--- config.mk ---
export PLATFORM = sky130hd
export DESIGN_NAME = ssr_ctrl
export DESIGN_NICKNAME = d
export VERILOG_FILES = /design/src/rtl/ssr_pkg.sv /design/src/rtl/ssr_ctrl.sv /design/src/rtl/ssr_interval_timer.sv /design/src/rtl/ssr_shadow_map.sv
export SDC_FILE = /design/constraint.sdc
export NUM_CORES = 1
export LEC_CHECK = 0
export ABC_AREA = 1
export BUFFER_PORTS_ARGS = -buffer_cell sky130_fd_sc_hd__buf_2
export CAP_MARGIN = 10
export CELL_PAD_IN_SITES_DETAIL_PLACEMENT = 1
export CELL_PAD_IN_SITES_GLOBAL_PLACEMENT = 2
export CORE_AREA = 2 2 157 120
export CTS_CLUSTER_DIAMETER = 60
export DETAILED_ROUTE_END_ITERATION = 10
export DIE_AREA = 0 0 159 122
export PLACE_DENSITY_LB_ADDON = 0.1
export SYNTH_ARGS = -nofsm -noshare
export SYNTH_HDL_FRONTEND = slang
export SYNTH_SLANG_ARGS = --single-unit
--- constraint.sdc ---
create_clock -name ref_clk_in -period 1.7 [get_ports ref_clk_in]
set_input_delay 0.085 -clock ref_clk_in [delete_from_list [all_inputs] [get_ports ref_clk_in]]
set_output_delay 0.085 -clock ref_clk_in [all_outputs]
set_load 0.01 [all_outputs]
--- src/rtl/ssr_pkg.sv ---
`default_nettype none

package ssr_pkg;

   ////////////////////////////////////////////////////////////////////////////
   // Register indexes.
   localparam logic [7:0] SUSP_REFRESH_CTRL_IDX = 8'hE4;
   localparam logic [7:0] SHADOW_BASE_IDX       = 8'hE8;
   localparam logic [7:0] SHADOW_CTRL_IDX       = 8'hE9;
   localparam logic [7:0] IRQ_STATUS_IDX        = 8'hF0;
   localparam logic [7:0] IRQ_MASK_IDX          = 8'hF1;

   ////////////////////////////////////////////////////////////////////////////
   // Field positions and reset values.
   localparam int MODE_HI_BIT     = 7;
   localparam int MODE_LO_BIT     = 6;
   localparam int SLOW_BIT        = 5;
   localparam int DONE_BIT        = 4;
   localparam int SH_WE_BIT       = 7;
   localparam int SH_RE_BIT       = 6;
   localparam int ESEG_WP_BIT     = 1;
   localparam int DSEG_WP_BIT     = 0;
   localparam int IRQ_DONE_BIT    = 0;
   localparam int IRQ_LOST_BIT    = 1;
   localparam int IRQ_WIDTH       = 2;

   localparam logic [1:0] MODE_RESET       = 2'h0;
   localparam logic [7:0] SHADOW_BASE_RESET = 8'h0F;
   localparam logic [7:0] BYTE_ZERO        = 8'h00;

   ////////////////////////////////////////////////////////////////////////////
   // Memory map of the shadowed BIOS window.
   localparam logic [7:0] BIOS_SEG_HI = 8'h0F;

   ////////////////////////////////////////////////////////////////////////////
   // Modes and sequencer states.
   typedef enum logic [1:0] {
      MODE_SRAM      = 2'b00,
      MODE_PSRAM     = 2'b01,
      MODE_DRAM      = 2'b10,
      MODE_SELF_DRAM = 2'b11
   } ssr_mode_t;

   typedef enum logic [2:0] {
      ST_ACTIVE = 3'b000,
      ST_SEL1   = 3'b001,
      ST_SEL2   = 3'b010,
      ST_RAS1   = 3'b011,
      ST_HOLD   = 3'b100,
      ST_EXIT1  = 3'b101,
      ST_EXIT2  = 3'b110
   } ssr_state_t;

   ////////////////////////////////////////////////////////////////////////////
   // Timing.
   localparam int CLK_MHZ        = 20;
   localparam int FAST_US        = 15;
   localparam int SLOW_US        = 120;
   localparam int STEP_NS        = 1000;
   localparam int RAS_PULSE_NS   = 200;
   localparam int CNT_W          = 12;
   localparam int FAST_CYC       = FAST_US * CLK_MHZ;
   localparam int SLOW_CYC       = SLOW_US * CLK_MHZ;
   localparam int STEP_CYC       = (STEP_NS * CLK_MHZ + 999) / 1000;
   localparam int RAS_PULSE_CYC  = (RAS_PULSE_NS * CLK_MHZ + 999) / 1000;
   localparam logic [CNT_W-1:0] CNT_ZERO = 12'h000;

endpackage : ssr_pkg

`default_nettype wire

--- src/rtl/ssr_ctrl.sv ---
`timescale 1ns/1ps
`default_nettype none

// Functional notes
// - The suspend refresh mode resets to 00, SRAM, which makes no refresh activity.
// - PSRAM mode asserts the first then the second refresh select and leaves row strobes high.
// - Standard DRAM mode asserts both selects in order and pulses both row strobes per interval.
// - Self-refresh DRAM mode asserts both selects, then row strobe one, then two, and holds.
// - The slow refresh bit resets to 0 and picks 15 us when clear and 120 us when set.
// - The refresh complete flag resets to 0 and reads 0 while suspend refresh is running.
// - The refresh complete flag reads 1 once the memory controller owns refresh again.
// - The four low bits of the suspend refresh control register reset and read as zero.
// - The shadow base register gives address bits 23 to 16 and resets to 0FH.
// - The shadow region may sit on any 64 Kbyte boundary of the 16 Mbyte space.
// - With write enable set, writes to F0000H-FFFFFH go to shadow RAM, else to ROM.
// - With read enable set, reads of the BIOS range go to shadow RAM, else to ROM.
module ssr_ctrl
(
   input  wire logic        ref_clk_in,
   input  wire logic        resetn_in,
   input  wire logic [7:0]  reg_addr_in,
   input  wire logic [7:0]  reg_wdata_in,
   input  wire logic        reg_wr_in,
   input  wire logic        reg_rd_in,
   output logic [7:0]       reg_rdata_out,
   input  wire logic        suspend_in,
   input  wire logic        mem_req_in,
   input  wire logic        mem_write_in,
   input  wire logic [23:0] mem_addr_in,
   output logic [23:0]      mem_addr_out,
   output logic             rom_sel_out,
   output logic             ram_sel_out,
   output logic             eseg_wp_out,
   output logic             dseg_wp_out,
   output logic             refresh_select_n_out,
   output logic             second_refresh_select_n_out,
   output logic             row_strobe_n_out,
   output logic             second_row_strobe_n_out,
   output logic             refresh_complete_out,
   output logic             irq_out
);
   import ssr_pkg::*;

   ////////////////////////////////////////////////////////////////////////////
   // Register state.
   ssr_mode_t                suspend_refresh_mode_reg;
   logic                     slow_refresh_select_reg;
   logic                     refresh_complete_flag_reg;
   logic [7:0]               shadow_base_bits_reg;
   logic                     shadow_write_enable_reg;
   logic                     shadow_read_enable_reg;
   logic                     eseg_wp_reg;
   logic                     dseg_wp_reg;
   logic [IRQ_WIDTH-1:0]     irq_status_reg;
   logic [IRQ_WIDTH-1:0]     irq_mask_reg;
   logic [7:0]               rdata_reg;

   ////////////////////////////////////////////////////////////////////////////
   // Sequencer state.
   ssr_state_t               state_reg;
   ssr_state_t               state_next;
   ssr_mode_t                run_mode_reg;
   logic [CNT_W-1:0]         step_cnt_reg;
   logic [CNT_W-1:0]         pulse_cnt_reg;
   logic                     step_done;
   logic                     interval_tick;
   logic                     dram_refreshing;
   logic                     pulse_active;
   logic                     sel_n_next;
   logic                     sel2_n_next;
   logic                     ras_n_next;
   logic                     ras2_n_next;
   logic                     sel_n_reg;
   logic                     sel2_n_reg;
   logic                     ras_n_reg;
   logic                     ras2_n_reg;
   logic                     wr_ctrl;
   logic                     wr_base;
   logic                     wr_shctl;
   logic                     wr_status;
   logic                     wr_mask;
   logic [IRQ_WIDTH-1:0]     irq_events;
   logic [7:0]               rdata_next;

   assign wr_ctrl   = reg_wr_in && (reg_addr_in == SUSP_REFRESH_CTRL_IDX);
   assign wr_base   = reg_wr_in && (reg_addr_in == SHADOW_BASE_IDX);
   assign wr_shctl  = reg_wr_in && (reg_addr_in == SHADOW_CTRL_IDX);
   assign wr_status = reg_wr_in && (reg_addr_in == IRQ_STATUS_IDX);
   assign wr_mask   = reg_wr_in && (reg_addr_in == IRQ_MASK_IDX);

   ////////////////////////////////////////////////////////////////////////////
   // Suspend refresh control: mode and slow bit are writable, the flag is not.
   always_ff @(posedge ref_clk_in)
   begin
      if (!resetn_in)
      begin
         suspend_refresh_mode_reg <= ssr_mode_t'(MODE_RESET);
         slow_refresh_select_reg  <= 1'b0;
      end
      else if (wr_ctrl)
      begin
         suspend_refresh_mode_reg <=
            ssr_mode_t'(reg_wdata_in[MODE_HI_BIT:MODE_LO_BIT]);
         slow_refresh_select_reg  <= reg_wdata_in[SLOW_BIT];
      end
   end

   ////////////////////////////////////////////////////////////////////////////
   // Shadow base and shadow control registers.
   always_ff @(posedge ref_clk_in)
   begin
      if (!resetn_in)
      begin
         shadow_base_bits_reg <= SHADOW_BASE_RESET;
      end
      else if (wr_base)
      begin
         shadow_base_bits_reg <= reg_wdata_in;
      end
   end

   always_ff @(posedge ref_clk_in)
   begin
      if (!resetn_in)
      begin
         shadow_write_enable_reg <= 1'b0;
         shadow_read_enable_reg  <= 1'b0;
         eseg_wp_reg             <= 1'b0;
         dseg_wp_reg             <= 1'b0;
      end
      else if (wr_shctl)
      begin
         shadow_write_enable_reg <= reg_wdata_in[SH_WE_BIT];
         shadow_read_enable_reg  <= reg_wdata_in[SH_RE_BIT];
         eseg_wp_reg             <= reg_wdata_in[ESEG_WP_BIT];
         dseg_wp_reg             <= reg_wdata_in[DSEG_WP_BIT];
      end
   end

   assign eseg_wp_out = eseg_wp_reg;
   assign dseg_wp_out = dseg_wp_reg;

   ////////////////////////////////////////////////////////////////////////////
   // Suspend sequencer: each pin step waits one step time.
   assign step_done = (step_cnt_reg == CNT_ZERO);

   always_comb
   begin
      state_next = state_reg;
      case (state_reg)
         ST_ACTIVE:
         begin
            if (suspend_in)
            begin
               state_next = ST_SEL1;
            end
         end
         ST_SEL1:
         begin
            if (step_done)
            begin
               state_next = ST_SEL2;
            end
         end
         ST_SEL2:
         begin
            if (step_done)
            begin
               state_next = (run_mode_reg == MODE_SELF_DRAM) ? ST_RAS1 : ST_HOLD;
            end
         end
         ST_RAS1:
         begin
            if (step_done)
            begin
               state_next = ST_HOLD;
            end
         end
         ST_HOLD:
         begin
            if (!suspend_in)
            begin
               state_next = ST_EXIT1;
            end
         end
         ST_EXIT1:
         begin
            if (step_done)
            begin
               state_next = ST_EXIT2;
            end
         end
         ST_EXIT2:
         begin
            if (step_done)
            begin
               state_next = ST_ACTIVE;
            end
         end
         default:
         begin
            state_next = ST_ACTIVE;
         end
      endcase
   end

   always_ff @(posedge ref_clk_in)
   begin
      if (!resetn_in)
      begin
         state_reg <= ST_ACTIVE;
      end
      else
      begin
         state_reg <= state_next;
      end
   end

   // The mode is caught on suspend entry so a late write cannot upset a running sequence.
   always_ff @(posedge ref_clk_in)
   begin
      if (!resetn_in)
      begin
         run_mode_reg <= MODE_SRAM;
      end
      else if (state_reg == ST_ACTIVE)
      begin
         run_mode_reg <= suspend_refresh_mode_reg;
      end
   end

   always_ff @(posedge ref_clk_in)
   begin
      if (!resetn_in)
      begin
         step_cnt_reg <= CNT_ZERO;
      end
      else if (state_next != state_reg)
      begin
         step_cnt_reg <= CNT_W'(STEP_CYC - 1);
      end
      else if (!step_done)
      begin
         step_cnt_reg <= step_cnt_reg - 1'b1;
      end
   end

   ////////////////////////////////////////////////////////////////////////////
   // Standard DRAM refresh pulses on both row strobes.
   assign dram_refreshing = (state_reg == ST_HOLD) && (run_mode_reg == MODE_DRAM);

   ssr_interval_timer u_interval
   (
      .ref_clk_in (ref_clk_in),
      .resetn_in  (resetn_in),
      .enable_in  (dram_refreshing),
      .slow_in    (slow_refresh_select_reg),
      .tick_out   (interval_tick)
   );

   always_ff @(posedge ref_clk_in)
   begin
      if (!resetn_in || !dram_refreshing)
      begin
         pulse_cnt_reg <= CNT_ZERO;
      end
      else if (interval_tick)
      begin
         pulse_cnt_reg <= CNT_W'(RAS_PULSE_CYC);
      end
      else if (pulse_cnt_reg != CNT_ZERO)
      begin
         pulse_cnt_reg <= pulse_cnt_reg - 1'b1;
      end
   end

   assign pulse_active = (pulse_cnt_reg != CNT_ZERO);

   ////////////////////////////////////////////////////////////////////////////
   // Pin decode; SRAM mode leaves every pin negated.
   always_comb
   begin
      sel_n_next  = 1'b1;
      sel2_n_next = 1'b1;
      ras_n_next  = 1'b1;
      ras2_n_next = 1'b1;
      if (run_mode_reg != MODE_SRAM)
      begin
         sel_n_next  = (state_reg == ST_ACTIVE);
         sel2_n_next = (state_reg == ST_ACTIVE) || (state_reg == ST_SEL1) ||
                       (state_reg == ST_EXIT2);
      end
      if (run_mode_reg == MODE_SELF_DRAM)
      begin
         ras_n_next  = !((state_reg == ST_RAS1) || (state_reg == ST_HOLD));
         ras2_n_next = (state_reg != ST_HOLD);
      end
      else if (run_mode_reg == MODE_DRAM)
      begin
         ras_n_next  = !pulse_active;
         ras2_n_next = !pulse_active;
      end
   end

   always_ff @(posedge ref_clk_in)
   begin
      if (!resetn_in)
      begin
         sel_n_reg  <= 1'b1;
         sel2_n_reg <= 1'b1;
         ras_n_reg  <= 1'b1;
         ras2_n_reg <= 1'b1;
      end
      else
      begin
         sel_n_reg  <= sel_n_next;
         sel2_n_reg <= sel2_n_next;
         ras_n_reg  <= ras_n_next;
         ras2_n_reg <= ras2_n_next;
      end
   end

   assign refresh_select_n_out        = sel_n_reg;
   assign second_refresh_select_n_out = sel2_n_reg;
   assign row_strobe_n_out            = ras_n_reg;
   assign second_row_strobe_n_out     = ras2_n_reg;

   ////////////////////////////////////////////////////////////////////////////
   // Refresh ownership flag; only the sequencer moves it.
   always_ff @(posedge ref_clk_in)
   begin
      if (!resetn_in)
      begin
         refresh_complete_flag_reg <= 1'b0;
      end
      else
      begin
         refresh_complete_flag_reg <= (state_reg == ST_ACTIVE) &&
                                      !suspend_in;
      end
   end

   assign refresh_complete_out = refresh_complete_flag_reg;

   ////////////////////////////////////////////////////////////////////////////
   // Interrupts: flag rise and fall are sticky, write one to clear, set wins.
   assign irq_events[IRQ_DONE_BIT] = (state_reg == ST_ACTIVE) && !suspend_in &&
                                     !refresh_complete_flag_reg;
   assign irq_events[IRQ_LOST_BIT] = !((state_reg == ST_ACTIVE) && !suspend_in) &&
                                     refresh_complete_flag_reg;

   always_ff @(posedge ref_clk_in)
   begin
      if (!resetn_in)
      begin
         irq_status_reg <= '0;
      end
      else
      begin
         irq_status_reg <= (irq_status_reg &
                            ~(wr_status ? reg_wdata_in[IRQ_WIDTH-1:0] : '0)) |
                           irq_events;
      end
   end

   always_ff @(posedge ref_clk_in)
   begin
      if (!resetn_in)
      begin
         irq_mask_reg <= '0;
      end
      else if (wr_mask)
      begin
         irq_mask_reg <= reg_wdata_in[IRQ_WIDTH-1:0];
      end
   end

   assign irq_out = |(irq_status_reg & irq_mask_reg);

   ////////////////////////////////////////////////////////////////////////////
   // Read port: data stand the cycle after the read strobe only.
   always_comb
   begin
      rdata_next = BYTE_ZERO;
      case (reg_addr_in)
         SUSP_REFRESH_CTRL_IDX:
         begin
            rdata_next[MODE_HI_BIT:MODE_LO_BIT] = suspend_refresh_mode_reg;
            rdata_next[SLOW_BIT]                = slow_refresh_select_reg;
            rdata_next[DONE_BIT]                = refresh_complete_flag_reg;
         end
         SHADOW_BASE_IDX:
         begin
            rdata_next = shadow_base_bits_reg;
         end
         SHADOW_CTRL_IDX:
         begin
            rdata_next[SH_WE_BIT]   = shadow_write_enable_reg;
            rdata_next[SH_RE_BIT]   = shadow_read_enable_reg;
            rdata_next[ESEG_WP_BIT] = eseg_wp_reg;
            rdata_next[DSEG_WP_BIT] = dseg_wp_reg;
         end
         IRQ_STATUS_IDX:
         begin
            rdata_next[IRQ_WIDTH-1:0] = irq_status_reg;
         end
         IRQ_MASK_IDX:
         begin
            rdata_next[IRQ_WIDTH-1:0] = irq_mask_reg;
         end
         default:
         begin
            rdata_next = BYTE_ZERO;
         end
      endcase
   end

   always_ff @(posedge ref_clk_in)
   begin
      if (!resetn_in || !reg_rd_in)
      begin
         rdata_reg <= BYTE_ZERO;
      end
      else
      begin
         rdata_reg <= rdata_next;
      end
   end

   assign reg_rdata_out = rdata_reg;

   ////////////////////////////////////////////////////////////////////////////
   // BIOS shadow address steering.
   ssr_shadow_map u_shadow
   (
      .ref_clk_in  (ref_clk_in),
      .resetn_in   (resetn_in),
      .req_in      (mem_req_in),
      .write_in    (mem_write_in),
      .addr_in     (mem_addr_in),
      .base_in     (shadow_base_bits_reg),
      .write_en_in (shadow_write_enable_reg),
      .read_en_in  (shadow_read_enable_reg),
      .addr_out    (mem_addr_out),
      .rom_sel_out (rom_sel_out),
      .ram_sel_out (ram_sel_out)
   );

endmodule : ssr_ctrl

`default_nettype wire

--- src/rtl/ssr_interval_timer.sv ---
`timescale 1ns/1ps
`default_nettype none

module ssr_interval_timer
(
   input  wire logic ref_clk_in,
   input  wire logic resetn_in,
   input  wire logic enable_in,
   input  wire logic slow_in,
   output logic      tick_out
);
   import ssr_pkg::*;

   logic [CNT_W-1:0] count_reg;
   logic [CNT_W-1:0] reload;

   assign reload = slow_in ? CNT_W'(SLOW_CYC - 1) : CNT_W'(FAST_CYC - 1);

   // Pulses tick on the first enabled cycle, then counts one refresh interval and pulses tick at its end.
   always_ff @(posedge ref_clk_in)
   begin
      if (!resetn_in || !enable_in)
      begin
         count_reg <= CNT_ZERO;
         tick_out  <= 1'b0;
      end
      else if (count_reg == CNT_ZERO)
      begin
         count_reg <= reload;
         tick_out  <= 1'b1;
      end
      else
      begin
         count_reg <= count_reg - 1'b1;
         tick_out  <= 1'b0;
      end
   end

endmodule : ssr_interval_timer

`default_nettype wire

--- src/rtl/ssr_shadow_map.sv ---
`timescale 1ns/1ps
`default_nettype none

module ssr_shadow_map
(
   input  wire logic        ref_clk_in,
   input  wire logic        resetn_in,
   input  wire logic        req_in,
   input  wire logic        write_in,
   input  wire logic [23:0] addr_in,
   input  wire logic [7:0]  base_in,
   input  wire logic        write_en_in,
   input  wire logic        read_en_in,
   output logic [23:0]      addr_out,
   output logic             rom_sel_out,
   output logic             ram_sel_out
);
   import ssr_pkg::*;

   logic in_bios;
   logic redirect;

   assign in_bios  = (addr_in[23:16] == BIOS_SEG_HI);
   assign redirect = in_bios && (write_in ? write_en_in : read_en_in);

   // Moves the BIOS window onto the programmed 64 Kbyte shadow segment.
   always_ff @(posedge ref_clk_in)
   begin
      if (!resetn_in || !req_in)
      begin
         addr_out    <= 24'h000000;
         rom_sel_out <= 1'b0;
         ram_sel_out <= 1'b0;
      end
      else
      begin
         addr_out    <= redirect ? {base_in, addr_in[15:0]} : addr_in;
         rom_sel_out <= in_bios && !redirect;
         ram_sel_out <= !in_bios || redirect;
      end
   end

endmodule : ssr_shadow_map

`default_nettype wire

==> results of run 1 <==
-- cell usage in the layout (no fill, tap or decap), drive strengths merged --
| master | instances |
|---|---|
| a21boi | 2 |
| a21oi | 40 |
| a22o | 1 |
| a31o | 1 |
| a31oi | 1 |
| buf | 113 |
| clkbuf | 9 |
| clkinvlp | 2 |
| dfxtp | 100 |
| dlygate4sd3 | 27 |
| ha | 4 |
| inv | 94 |
| nand2 | 104 |
| nand3 | 33 |
| nand3b | 2 |
| nand4 | 5 |
| nor2 | 93 |
| nor3 | 14 |
| nor3b | 1 |
| nor4 | 5 |
| o211ai | 7 |
| o21ai | 29 |
| o21bai | 1 |
| o221ai | 1 |
| o22ai | 1 |
| o311ai | 1 |
| o31ai | 1 |
| or2 | 2 |
| xnor2 | 6 |
| xor2 | 14 |
-- layout make-up --
| cell class | instances | share of cell area, % |
|---|---|---|
| clock buffers | 9 | 3.86 |
| multi-input cells | 369 | 34.3 |
| well taps | 247 | 5.29 |
| inverters | 89 | 5.77 |
| flip-flops and latches | 100 | 34.3 |
| repair buffers | 140 | 15.4 |
| clock inverters | 7 | 1.09 |
-- final timing paths --
check / startpoint / end / slack [ns] / cells after the start
worst max-delay path: step_cnt_reg[1] / step_cnt_reg[1] / 0.12 / 10
worst min-delay path: reg_wdata_in[7] / shadow_write_enable_reg / 0.02 / 3
worst max register to register: step_cnt_reg[1] / step_cnt_reg[1] / 0.12 / 10
worst min register to register: u_interval.count_reg[0] / u_interval.count_reg[0] / 0.45 / 1
-- cells by family after synthesis --
| logic type | count (synthesis) | share of synthesized area [%] |
|---|---|---|
| and+or+nand+nor | 258 | 27.2 |
| DFF | 100 | 47.5 |
| buffers and inverters | 96 | 8.60 |
| AOI/OAI and AO/OA | 86 | 11.4 |
| xor gates and xnor gates | 20 | 4.15 |
| adders and majority gates | 4 | 1.19 |
-- cells in the mapped netlist (2+ instances only) --
master	n	share of area [%]
a21boi_0	2	0.36
a21oi_1	40	4.7
buf_2	2	0.24
clkbuf_1	4	0.36
dfxtp_1	100	47
ha_1	4	1.2
inv_1	85	7.6
inv_2	4	0.36
nand2_1	99	8.8
nand2_2	4	0.59
nand3_1	30	3.6
nand3b_1	2	0.36
nand4_1	4	0.59
nor2_1	89	7.9
nor2_2	2	0.30
nor2_4	2	0.53
nor3_1	13	1.5
nor4_1	4	0.59
o211ai_1	7	1.2
o21ai_0	27	3.2
or2_2	2	0.30
xnor2_1	6	1.2
xor2_1	14	2.9
-- metrics by stage --
step | util [%] | hold slack [ns]
final | 32.3 | 0.0193
after global routing | 32.3 | 0.0309
after CTS | 31.5 | 0.00717
after detailed placement | 28.2 | 0.307
after global placement | 28.2 | 0.297
after floorplan | - | 0.197
-- routing by layer --
layer	wire length, µm	up-vias
met5	0	-
met4	118	0
met3	421	10
met2	5650	56
met1	6350	1882
li1	-	2079
-- where the power goes --
group          switching, µW  internal (µW)
logic                   1350            972
registers                159           2530
clock network           1010           1030
-- timing repair --
action,in CTS,in global routing
pin swaps,3,8
resized for setup,3,37
cloned,1,0
hold endpoints to repair,27,0
setup buffers,1,2
endpoints found under the setup margin,9,31
hold buffers,27,0
-- worst max-delay path, stage by stage, from the launching register on --
cell and delay (ns):
dfxtp_2 0.33, inv_2 0.07, ha_4 0.14, nand2_4 0.05, nor2_4 0.17, nand2_4 0.10, buf_4 0.16, o21ai_0 0.24
nand3_2 0.11, nand2_2 0.07, inv_1 0.04
==> flow_summary_export.csv, run 1 <==
group,metric,value,unit
status,status,"complete, no violations",
floorplan,fp.dieArea,19400,µm²
synth,ys_ff_latch,100,
placed_design,gp_congestion,0.749,
synth,synth_edf_count,0,
routing,antenna_left,0,
floorplan,die_h,122,µm
final_layout,drive_above_1_share,25.5,%
final_layout,final_area,5840,µm²
setup_path,critPathCaptureType,"register",
setup_path,critPathArrivalTime,1.83,ns
placed_design,dp_cells,914,
timing,tns,0,ns
power_and_ir_drop,power.leakage,0.00286,µW
synth,syn-cell-area,4220,µm²
clock_network,cts_max_path_buffers,2,
setup_path,crit_required,1.95,ns
power_and_ir_drop,p_total,7050,µW
clock_network,cts_sinks,100,
setup_path,worst-setup-path-type,"reg -> reg",
global_route,use_met3,3.23,%
synth,syn_inst,564,
final_layout,regMostFlops,"u_shadow.addr_out",
clock_network,cts_buffers,9,
clock_network,cts_tree,"yes",
routing,vias,4027,
synth,synth-async-reset-ratio,0,%
setup_path,path_max_fanout,6,
routing,wl_per_cell,13.0,µm
placed_design,dp_slack,-0.0129,ns
synth,syn_area_per_cell,7.48,µm²
placed_design,io_buffer_count,88,
global_route,grtUsageMet2,20.8,%
floorplan,fp.dieW,159,µm
floorplan,num_rows,43,
floorplan,coreArea,18100,µm²
clock_network,clk_pin_slew,0.08,ns
hold_path,hold_class,"in -> reg",
final_layout,fin_nets,760,
power_and_ir_drop,peakVddDrop,774,µV
final_layout,diodes,0,
global_route,grt_usage,13.2,%
clock_network,cts-htree-levels,3,
global_route,grt_pass1_vias,4076,
clock_network,cts_root_buffer,"clkbuf_16",
routing,drt-total-wl,12.5,mm
synth,ys_seq_area_share,47.5,%
placed_design,dp_hpwl,9.36,mm
routing,via_per_inst,4.19,
final_layout,fill_cells,2243,
final_layout,syn2layout_area_growth,38.4,%
global_route,antenna_found_initial,0,
setup_path,critPathLaunchType,"register",
global_route,grt_pass1_wl,20.5,mm
timing,tightest_slew,0.373,ns
final_layout,largest_reg_flops,24,
synth,yosysUniqueCellTypes,41,
routing,drc,0,
timing,finalHoldViolations,0,
synth,syn_nets,615,
timing,finalMaxSlewViolations,0,
global_route,grt-busiest-layer,"met2",
routing,drt_iter0_drc,91,
timing,final.setup.worst_slack,0.119,ns
global_route,grt_max_degree,22,
routing,drt_first_pass_iters,4,
power_and_ir_drop,power_density,1210,nW/µm²
timing,final.setup_skew,0.00664,ns
floorplan,pin_count,89,
floorplan,start_util,23.3,%
timing,max_freq,0.633,GHz
run,cap_violations,0,
timing,slew_headroom,75.0,%
timing,period_needed,1.58,ns
timing,setup_viol_count_final,0,
placed_design,place_area,5100,µm²
final_layout,multi_input_area,2000,µm²
global_route,gr-total-overflow,0,
synth,yosysWarnings,0,
timing,fin_crit_sh,93.0,%
clock_network,clock_latency,0.35,ns
global_route,gr-usage-met1,18.1,%
timing,rsz0062_at_grt,"yes",
synth,synth_ff_type,"dfxtp_1",
final_layout,final_cells,961,
final_layout,seq_area,2000,µm²
(Power assumes the default switching activity.)
==> run 2, diff against run 1 <==
--- a/config.mk
+++ b/config.mk
@@ -8,13 +8,12 @@
 export ABC_AREA = 1
 export BUFFER_PORTS_ARGS = -buffer_cell sky130_fd_sc_hd__buf_2
 export CAP_MARGIN = 10
-export CELL_PAD_IN_SITES_DETAIL_PLACEMENT = 1
-export CELL_PAD_IN_SITES_GLOBAL_PLACEMENT = 2
-export CORE_AREA = 2 2 157 120
+export CORE_AREA = 2 2 160 123
+export CTS_BUF_LIST = sky130_fd_sc_hd__clkbuf_8
 export CTS_CLUSTER_DIAMETER = 60
 export DETAILED_ROUTE_END_ITERATION = 10
-export DIE_AREA = 0 0 159 122
-export PLACE_DENSITY_LB_ADDON = 0.1
+export DIE_AREA = 0 0 162 125
 export SYNTH_ARGS = -nofsm -noshare
 export SYNTH_HDL_FRONTEND = slang
+export SYNTH_HIERARCHICAL = 1
 export SYNTH_SLANG_ARGS = --single-unit
==> run 2 against run 1 <==
Compared with the run above: utilization down 1.5 points; global-route usage down 3.1 points; sequential power about the same; critical path depth up 2; cell count up 2.0%; fmax up 0.25%; non-clock buffer count down 8; via count down 1.8%; clock skew down 0.0010 ns; largest power group unchanged; highest routed layer unchanged.
==> flow_summary_export.csv, run 2 <==
group,metric,value,unit
status,status,"complete, no violations",
routing,vias,3956,
synth,ys_ff_latch,100,
routing,drt-total-wl,10.3,mm
synth,synth_area_leader_cell,"dfxtp_1",
setup_path,critPathArrivalTime,1.87,ns
routing,wl_per_cell,10.5,µm
floorplan,coreArea,18800,µm²
clock_network,cts_buffers,9,
hold_path,worstHoldPathCells,3,
floorplan,die_h,125,µm
synth,syn_inst,587,
setup_path,crit_required,2.00,ns
timing,fin_crit_sh,92.8,%
synth,synth_ff_type,"dfxtp_1",
setup_path,crit_family,"simple AND/OR/NAND/NOR gates",
setup_path,crit_slowest_cell,"dfxtp_2",
final_layout,seq_area,2000,µm²
global_route,gr-total-overflow,0,
routing,drt_iter0_drc,209,
timing,whs,0.0171,ns
global_route,grt_max_degree,18,
hold_path,min_to,"shadow_base_bits_reg[0]",
setup_path,path_max_fanout,7,
floorplan,pin_count,89,
synth,synth_top_area_share,45.1,%
synth,yosysMostFrequentCell,"nand2_1",
final_layout,fill_cells,2015,
final_layout,final_util,30.8,%
final_layout,syn2layout_area_growth,30.6,%
setup_path,critPathLaunchType,"register",
routing,via_per_inst,4.04,
timing,setup_viol_count_final,0,
clock_network,cts_max_path_buffers,2,
timing,tightest_slew,0.349,ns
final_layout,multi_input_area,2090,µm²
synth,yosysWarnings,6,
global_route,grt_usage,10.1,%
floorplan,fp.dieW,162,µm
timing,slew_headroom,76.7,%
synth,syn-cell-area,4440,µm²
floorplan,fp.dieArea,20300,µm²
setup_path,crit_path_cell_trace,"inv_2 -> ha_2 -> nand2_2 -> nor2_8 -> nand2_4 -> nand2_2 -> nand2_1 -> nand2_2 -> nand2_2 -> nand2_4 -> nand3_4 -> nor2_2",
routing,drt_first_pass_iters,4,
synth,syn_nets,638,
placed_design,io_buffer_count,88,
synth,yosysUniqueCellTypes,42,
timing,final.setup_skew,0.00562,ns
routing,antenna_left,0,
power_and_ir_drop,p_total,6160,µW
final_layout,drive_above_1_share,25.9,%
final_layout,final_common_cell,"nand2_1",
hold_path,hold_class,"in -> reg",
final_layout,layout_common_cells,"108 x nand2_1, 99 x dfxtp_1, 88 x buf_2",
hold_path,hold_start,"reg_wdata_in[0]",
global_route,grt_pass1_wl,17.0,mm
setup_path,worst-path-buf-inv,1,
clock_network,cts_root_buffer,"clkbuf_8",
synth,synth_edf_count,0,
setup_path,reg2reg_depth,12,
clock_network,clock_latency,0.36,ns
timing,period_needed,1.58,ns
global_route,grt_pass1_vias,3608,
power_and_ir_drop,power_density,1060,nW/µm²
floorplan,start_util,23.6,%
setup_path,crit_start,"step_cnt_reg[0]",
clock_network,cts_tree,"yes",
synth,synth.top_cells.by_count,"109 x nand2_1, 100 x dfxtp_1, 80 x inv_1, 73 x nor2_1, 44 x a21oi_1",
setup_path,crit_path_frequent_cell,"nand2_2",
routing,drc,0,
final_layout,regMostFlops,"u_shadow/addr_out",
timing,max_freq,0.634,GHz
clock_network,clk_pin_slew,0.08,ns
setup_path,r2r-start,"step_cnt_reg[0]",
synth,ys_seq_area_share,45.1,%
clock_network,cts-htree-levels,3,
synth,syn_area_per_cell,7.56,µm²
global_route,antenna_found_initial,0,
setup_path,crit_path_max_incr_delay,0.34,ns
final_layout,diodes,0,
power_and_ir_drop,power.leakage,0.00275,µW
setup_path,rrSetupSlack,0.12,ns
timing,finalMaxSlewViolations,0,
final_layout,largest_reg_flops,24,
setup_path,r2r-end,"step_cnt_reg[3]",
timing,finalHoldViolations,0,
final_layout,fin_nets,775,
synth,synthTopCellsByArea,"dfxtp_1 45%, nand2_1 9.2%, inv_1 6.8%, nor2_1 6.2%, a21oi_1 5.0%",
power_and_ir_drop,peakVddDrop,436,µV
clock_network,cts_sinks,100,
placed_design,dp_hpwl,7.72,mm
synth,synth-async-reset-ratio,0,%
placed_design,gp_congestion,0.804,
setup_path,critPathCaptureType,"register",
setup_path,worst-setup-path-type,"reg -> reg",
run,cap_violations,0,
floorplan,num_rows,44,
==> run 2: cell count changes in the layout (fill, tap and decap cells not counted), moves of 6 or more <==
cell / change
nand2_1: +16
clkbuf_8: +12
nand2_2: +7
clkbuf_16: -9
nor3_1: -9
inv_2: +10
buf_4: -12
nand4_1: +7
o21ai_0: -8
nand3_1: +7
o211ai_1: -6
==> run 2: metrics by stage <==
stage | area [µm²] | TNS [ns] | setup slack, ns | std cells
after global placement | 5250 | 0 | 0.0680 | 932
after global routing | 5790 | -0.0443 | -0.00958 | 980
after detailed placement | 5250 | 0 | 0.00522 | 932
after floorplan | 4440 | 0 | 0.151 | 587
final | 5790 | 0 | 0.123 | 980
after CTS | 5730 | 0 | 0.00270 | 977
==> run 2: how the worst max path moves through the flow <==
| stage | end | slack, ns | cells after the start |
|---|---|---|---|
| detailed placement | step_cnt_reg[7] | 0.005 | 9 |
| CTS | step_cnt_reg[3] | 0.003 | 12 |
| finish | step_cnt_reg[3] | 0.12 | 12 |
| floorplan | step_cnt_reg[10] | 0.15 | 12 |
| global route | step_cnt_reg[9] | -0.01 | 12 |
| global placement | step_cnt_reg[3] | 0.07 | 9 |
==> run 2: power by group <==
part           internal (µW)  total, µW  switching (µW)
sequential              2540       2710             172
combinational            849       2070            1220
clock                    632       1380             745
total                   4020       6160            2140
==> run 2: cell type report <==
class	instances	area share [%]
sequential	100	34.6
inverter	95	6.15
multi-input combinational	386	36.1
clock buffer	12	2.85
timing repair buffer	132	14.6
clock inverter	2	0.173
tap	253	5.46
==> run 2: cells by family (layout without fill, tap and decap cells) <==
kind of cell	count (synthesis)	in the layout	synth area share, %
AND/OR/NAND/NOR	285	286	32.0
buffers and inverters	102	241	8.74
flip-flops	100	100	45.1
AO/OA/AOI/OAI	81	81	10.1
XOR/XNOR	15	15	2.96
adder cells (fa/ha/maj)	4	4	1.13
==> run 2: repair_timing <==
item	4_1_cts	5_1_grt
hold buffers	31	0
pin swaps	1	4
setup endpoints to repair	4	23
gates cloned	0	1
setup buffers	0	2
hold endpoints to repair	32	0
gates resized for setup	0	10
==> run 2: layer usage <==
metal	vias to the layer above	part of all wire (%)	wire length [µm]	GRT usage, %
li1	2123	-	-	-
met1	1753	51	5240	14.1
met2	69	44	4480	15.6
met3	11	3.6	367	1.89
met4	0	1.8	180	3.44
met5	-	0	0	0
==> run 2: worst min-delay path, cell delays in order <==
cell and delay, ns:
buf_2 0.13, nand2_1 0.06, nand3_1 0.07
==> run 3, diff against run 2 <==
--- a/config.mk
+++ b/config.mk
@@ -5,14 +5,13 @@
 export SDC_FILE = /design/constraint.sdc
 export NUM_CORES = 1
 export LEC_CHECK = 0
-export ABC_AREA = 1
 export BUFFER_PORTS_ARGS = -buffer_cell sky130_fd_sc_hd__buf_2
 export CAP_MARGIN = 10
-export CORE_AREA = 2 2 160 123
+export CORE_AREA = 2 2 158 121
 export CTS_BUF_LIST = sky130_fd_sc_hd__clkbuf_8
 export CTS_CLUSTER_DIAMETER = 60
 export DETAILED_ROUTE_END_ITERATION = 10
-export DIE_AREA = 0 0 162 125
+export DIE_AREA = 0 0 160 123
 export SYNTH_ARGS = -nofsm -noshare
 export SYNTH_HDL_FRONTEND = slang
 export SYNTH_HIERARCHICAL = 1
==> run 3 against run 2 <==
Compared with the run above: the flow now finishes with violations (setup timing); first-iteration DRC count shrank 6.2%; wire length up 9.0%; setup slack got worse by 0.16 ns; clock power up 6%; clock skew is 0.010 ns higher; synthesized cell count decreased by 22%; critical path type unchanged; combinational power up 11%; sequential share of layout area decreased by 1.1 points; largest power group unchanged; clock-buffer cell count fell by 2; critical path depth decreased by 7; die area is 2.8% lower.
==> flow_summary_export.csv, run 3 <==
group,metric,value,unit
floorplan,fp.dieArea,19700,µm²
hold_path,worstHoldPathCells,3,
synth,yosysMostFrequentCell,"dfxtp_1",
power_and_ir_drop,comb_power_share,35.4,%
setup_path,critPathArrivalTime,2.04,ns
synth,synth_edf_count,0,
timing,final.setup_skew,0.0157,ns
final_layout,seq_area,2010,µm²
timing,finalMaxSlewViolations,0,
routing,drt_iter0_drc,196,
final_layout,layout_common_cells,"97 x dfxtp_1, 88 x buf_2, 53 x buf_4",
global_route,grtUsageMet2,18.2,%
power_and_ir_drop,intPower,4240,µW
global_route,grt_pass1_wl,18.0,mm
setup_path,crit_path_max_incr_delay,0.54,ns
global_route,grt_max_degree,24,
setup_path,worst-setup-path-type,"reg -> reg",
setup_path,crit_required,2.00,ns
global_route,gr-total-overflow,0,
clock_network,cts_tree,"yes",
synth,syn-cell-area,4290,µm²
synth,ys_ff_latch,100,
setup_path,critPathLaunchType,"register",
setup_path,rrSetupSlack,-0.04,ns
routing,antenna_left,0,
timing,period_needed,1.74,ns
final_layout,diodes,0,
synth,syn_nets,510,
timing,tightest_slew,0.481,ns
global_route,use_met3,2.92,%
status,violations,"setup timing",
global_route,grt_usage,11.3,%
placed_design,place_area,5300,µm²
final_layout,regMostFlops,"u_shadow/addr_out",
synth,synthTopCellsByArea,"dfxtp_1 47%, mux2i_1 5.1%, nand2_1 3.8%, nor2_1 2.8%, and3_1 2.8%",
synth,yosysUniqueCellTypes,63,
setup_path,crit_slowest_cell,"or4_1",
final_layout,fill_cells,1918,
final_layout,fin_nets,674,
routing,via_per_inst,4.51,
synth,synth-async-reset-ratio,0,%
power_and_ir_drop,swShare,34.7,%
status,status,"finished, violations left",
placed_design,dp_hpwl,7.87,mm
setup_path,path_max_fanout,3,
routing,drt-total-wl,11.2,mm
setup_path,reg2reg_depth,5,
clock_network,clk_pin_slew,0.10,ns
power_and_ir_drop,peakVddDrop,440,µV
global_route,gr-usage-met1,15.0,%
synth,ys_seq_area_share,46.7,%
power_and_ir_drop,pwr-share-seq,42.2,%
floorplan,fp.dieW,160,µm
clock_network,cts-htree-levels,3,
timing,fin_crit_sh,102,%
power_and_ir_drop,p_switching,2260,µW
hold_path,min_to,"reg_rdata_out[0]",
routing,drt_first_pass_iters,4,
routing,vias,3946,
run,cap_violations,0,
final_layout,drive_above_1_share,31.5,%
final_layout,final_common_cell,"dfxtp_1",
synth,synth_area_leader_cell,"dfxtp_1",
clock_network,cts_sinks,100,
global_route,antenna_found_initial,0,
final_layout,syn2layout_area_growth,39.6,%
timing,rsz0062_at_grt,"yes",
timing,whs,0.0458,ns
setup_path,crit_path_cell_trace,"inv_2 -> ha_4 -> or4b_4 -> or4_1 -> a21oi_2",
final_layout,final_util,32.9,%
placed_design,dp_slack,-0.115,ns
placed_design,io_buffer_count,88,
final_layout,final_area,5990,µm²
final_layout,multi_input_area,2280,µm²
setup_path,r2r-end,"pulse_cnt_reg[6]",
synth,syn_area_per_cell,9.34,µm²
floorplan,num_rows,43,
timing,setup_viol_count_final,1,
clock_network,clock_latency,0.37,ns
hold_path,hold_class,"in -> reg",
floorplan,start_util,23.6,%
power_and_ir_drop,power_density,1080,nW/µm²
setup_path,critPathCaptureType,"register",
setup_path,r2r-start,"pulse_cnt_reg[1]",
final_layout,final_cells,875,
hold_path,hold_start,"reg_addr_in[2]",
floorplan,die_h,123,µm
placed_design,dp_cells,820,
clock_network,cts_root_buffer,"clkbuf_8",
synth,synth_ff_type,"dfxtp_1",
timing,finalHoldViolations,0,
timing,final.setup.worst_slack,-0.0402,ns
global_route,grt-busiest-layer,"met2",
synth,synth.top_cells.by_count,"100 x dfxtp_1, 43 x nand2_1, 32 x nor2_1, 22 x a21oi_1, 22 x mux2i_1",
synth,synth_top_area_share,46.7,%
floorplan,pin_count,89,
global_route,grt_pass1_vias,3635,
clock_network,cts_buffers,9,
routing,drc,0,
power_and_ir_drop,clockPowerShare,22.4,%
floorplan,coreArea,18200,µm²
clock_network,cts_max_path_buffers,2,
synth,syn_inst,459,
synth,yosysWarnings,6,
routing,wl_per_cell,12.8,µm
final_layout,largest_reg_flops,24,
timing,max_freq,0.575,GHz
placed_design,gp_congestion,0.763,
timing,slew_headroom,67.6,%
power_and_ir_drop,power.leakage,0.00255,µW
==> run 3: cell types whose count changed after synthesis, sizes merged, moves of 7 or more <==
| cell | before | now |
|---|---|---|
| nor2 | 97 | 32 |
| nand4 | 13 | 6 |
| nor2b | 0 | 7 |
| or3 | 0 | 7 |
| nand2 | 127 | 44 |
| mux2i | 0 | 22 |
| nor3 | 5 | 14 |
| nand3 | 37 | 21 |
| inv | 93 | 13 |
| a21oi | 44 | 22 |
| and3 | 0 | 19 |
| nor4 | 2 | 9 |
| clkbuf | 2 | 16 |
==> run 3: worst max path at each step <==
stage | from | end | cells after the start
6_report | pulse_cnt_reg[1] | pulse_cnt_reg[6] | 5
3_3_place_gp | pulse_cnt_reg[0] | pulse_cnt_reg[7] | 6
3_5_place_dp | pulse_cnt_reg[0] | pulse_cnt_reg[7] | 7
4_1_cts | pulse_cnt_reg[1] | pulse_cnt_reg[6] | 5
5_1_grt | pulse_cnt_reg[1] | pulse_cnt_reg[6] | 5
2_1_floorplan | pulse_cnt_reg[0] | pulse_cnt_reg[1] | 7
==> run 3: cell families (layout without fill, tap and decap cells) <==
| family | Yosys count | after routing | synth area share (%) |
|---|---|---|---|
| DFF | 100 | 100 | 46.7 |
| muxes | 25 | 25 | 5.92 |
| AOI/OAI and AO/OA | 80 | 80 | 12.3 |
| buffers and inverters | 35 | 202 | 3.59 |
| and+or+nand+nor | 198 | 200 | 26.8 |
| xor gates and xnor gates | 17 | 17 | 3.47 |
| adders and majority gates | 4 | 4 | 1.17 |
==> run 3: per-stage QoR <==
stage | TNS [ns] | power, µW
final | -0.0402 | 6490
after global routing | -0.300 | 6900
after CTS | -0.0408 | 6290
after detailed placement | -0.373 | 4730
after global placement | -0.153 | 4720
after floorplan | -0.00776 | 4020
==> run 3: worst max-delay path, delay by kind of cell, from the launching register on <==
kind	cells	cell delay (ns)
adders and majority gates	1	0.14
and+or+nand+nor	2	0.99
AOI/OAI and AO/OA	1	0.15
buffers and inverters	1	0.07
DFF	1	0.33
==> run 3: final cells by class <==
class	count	share of cell area, %
tap	247	5.16
sequential	100	33.5
timing repair buffer	173	19.4
clock inverter	6	0.773
inverter	13	0.815
multi-input combinational	326	38.1
clock buffer	10	2.30
==> run 3: power groups by stage <==
stage / Clock, µW / Sequential, µW / Combinational [µW]
after global routing: 1610 / 2760 / 2530
after global placement: 0 / 2770 / 1950
after detailed placement: 0 / 2770 / 1960
after CTS: 1510 / 2710 / 2060
final: 1460 / 2740 / 2300
after floorplan: 0 / 2760 / 1260
==> run 3: timing repair <==
item,4_1_cts,5_1_grt
setup endpoints to repair,15,26
pin swaps,5,13
cloned,1,1
buffers inserted,3,2
hold buffers,32,0
hold endpoints to repair,39,0
gates resized for setup,12,17
==> run 3: metal layers <==
layer | share of wire (%) | wire (µm)
met2 | 45 | 4980
met4 | 1.5 | 165
met5 | 0 | 0
met3 | 5.0 | 557
met1 | 49 | 5480
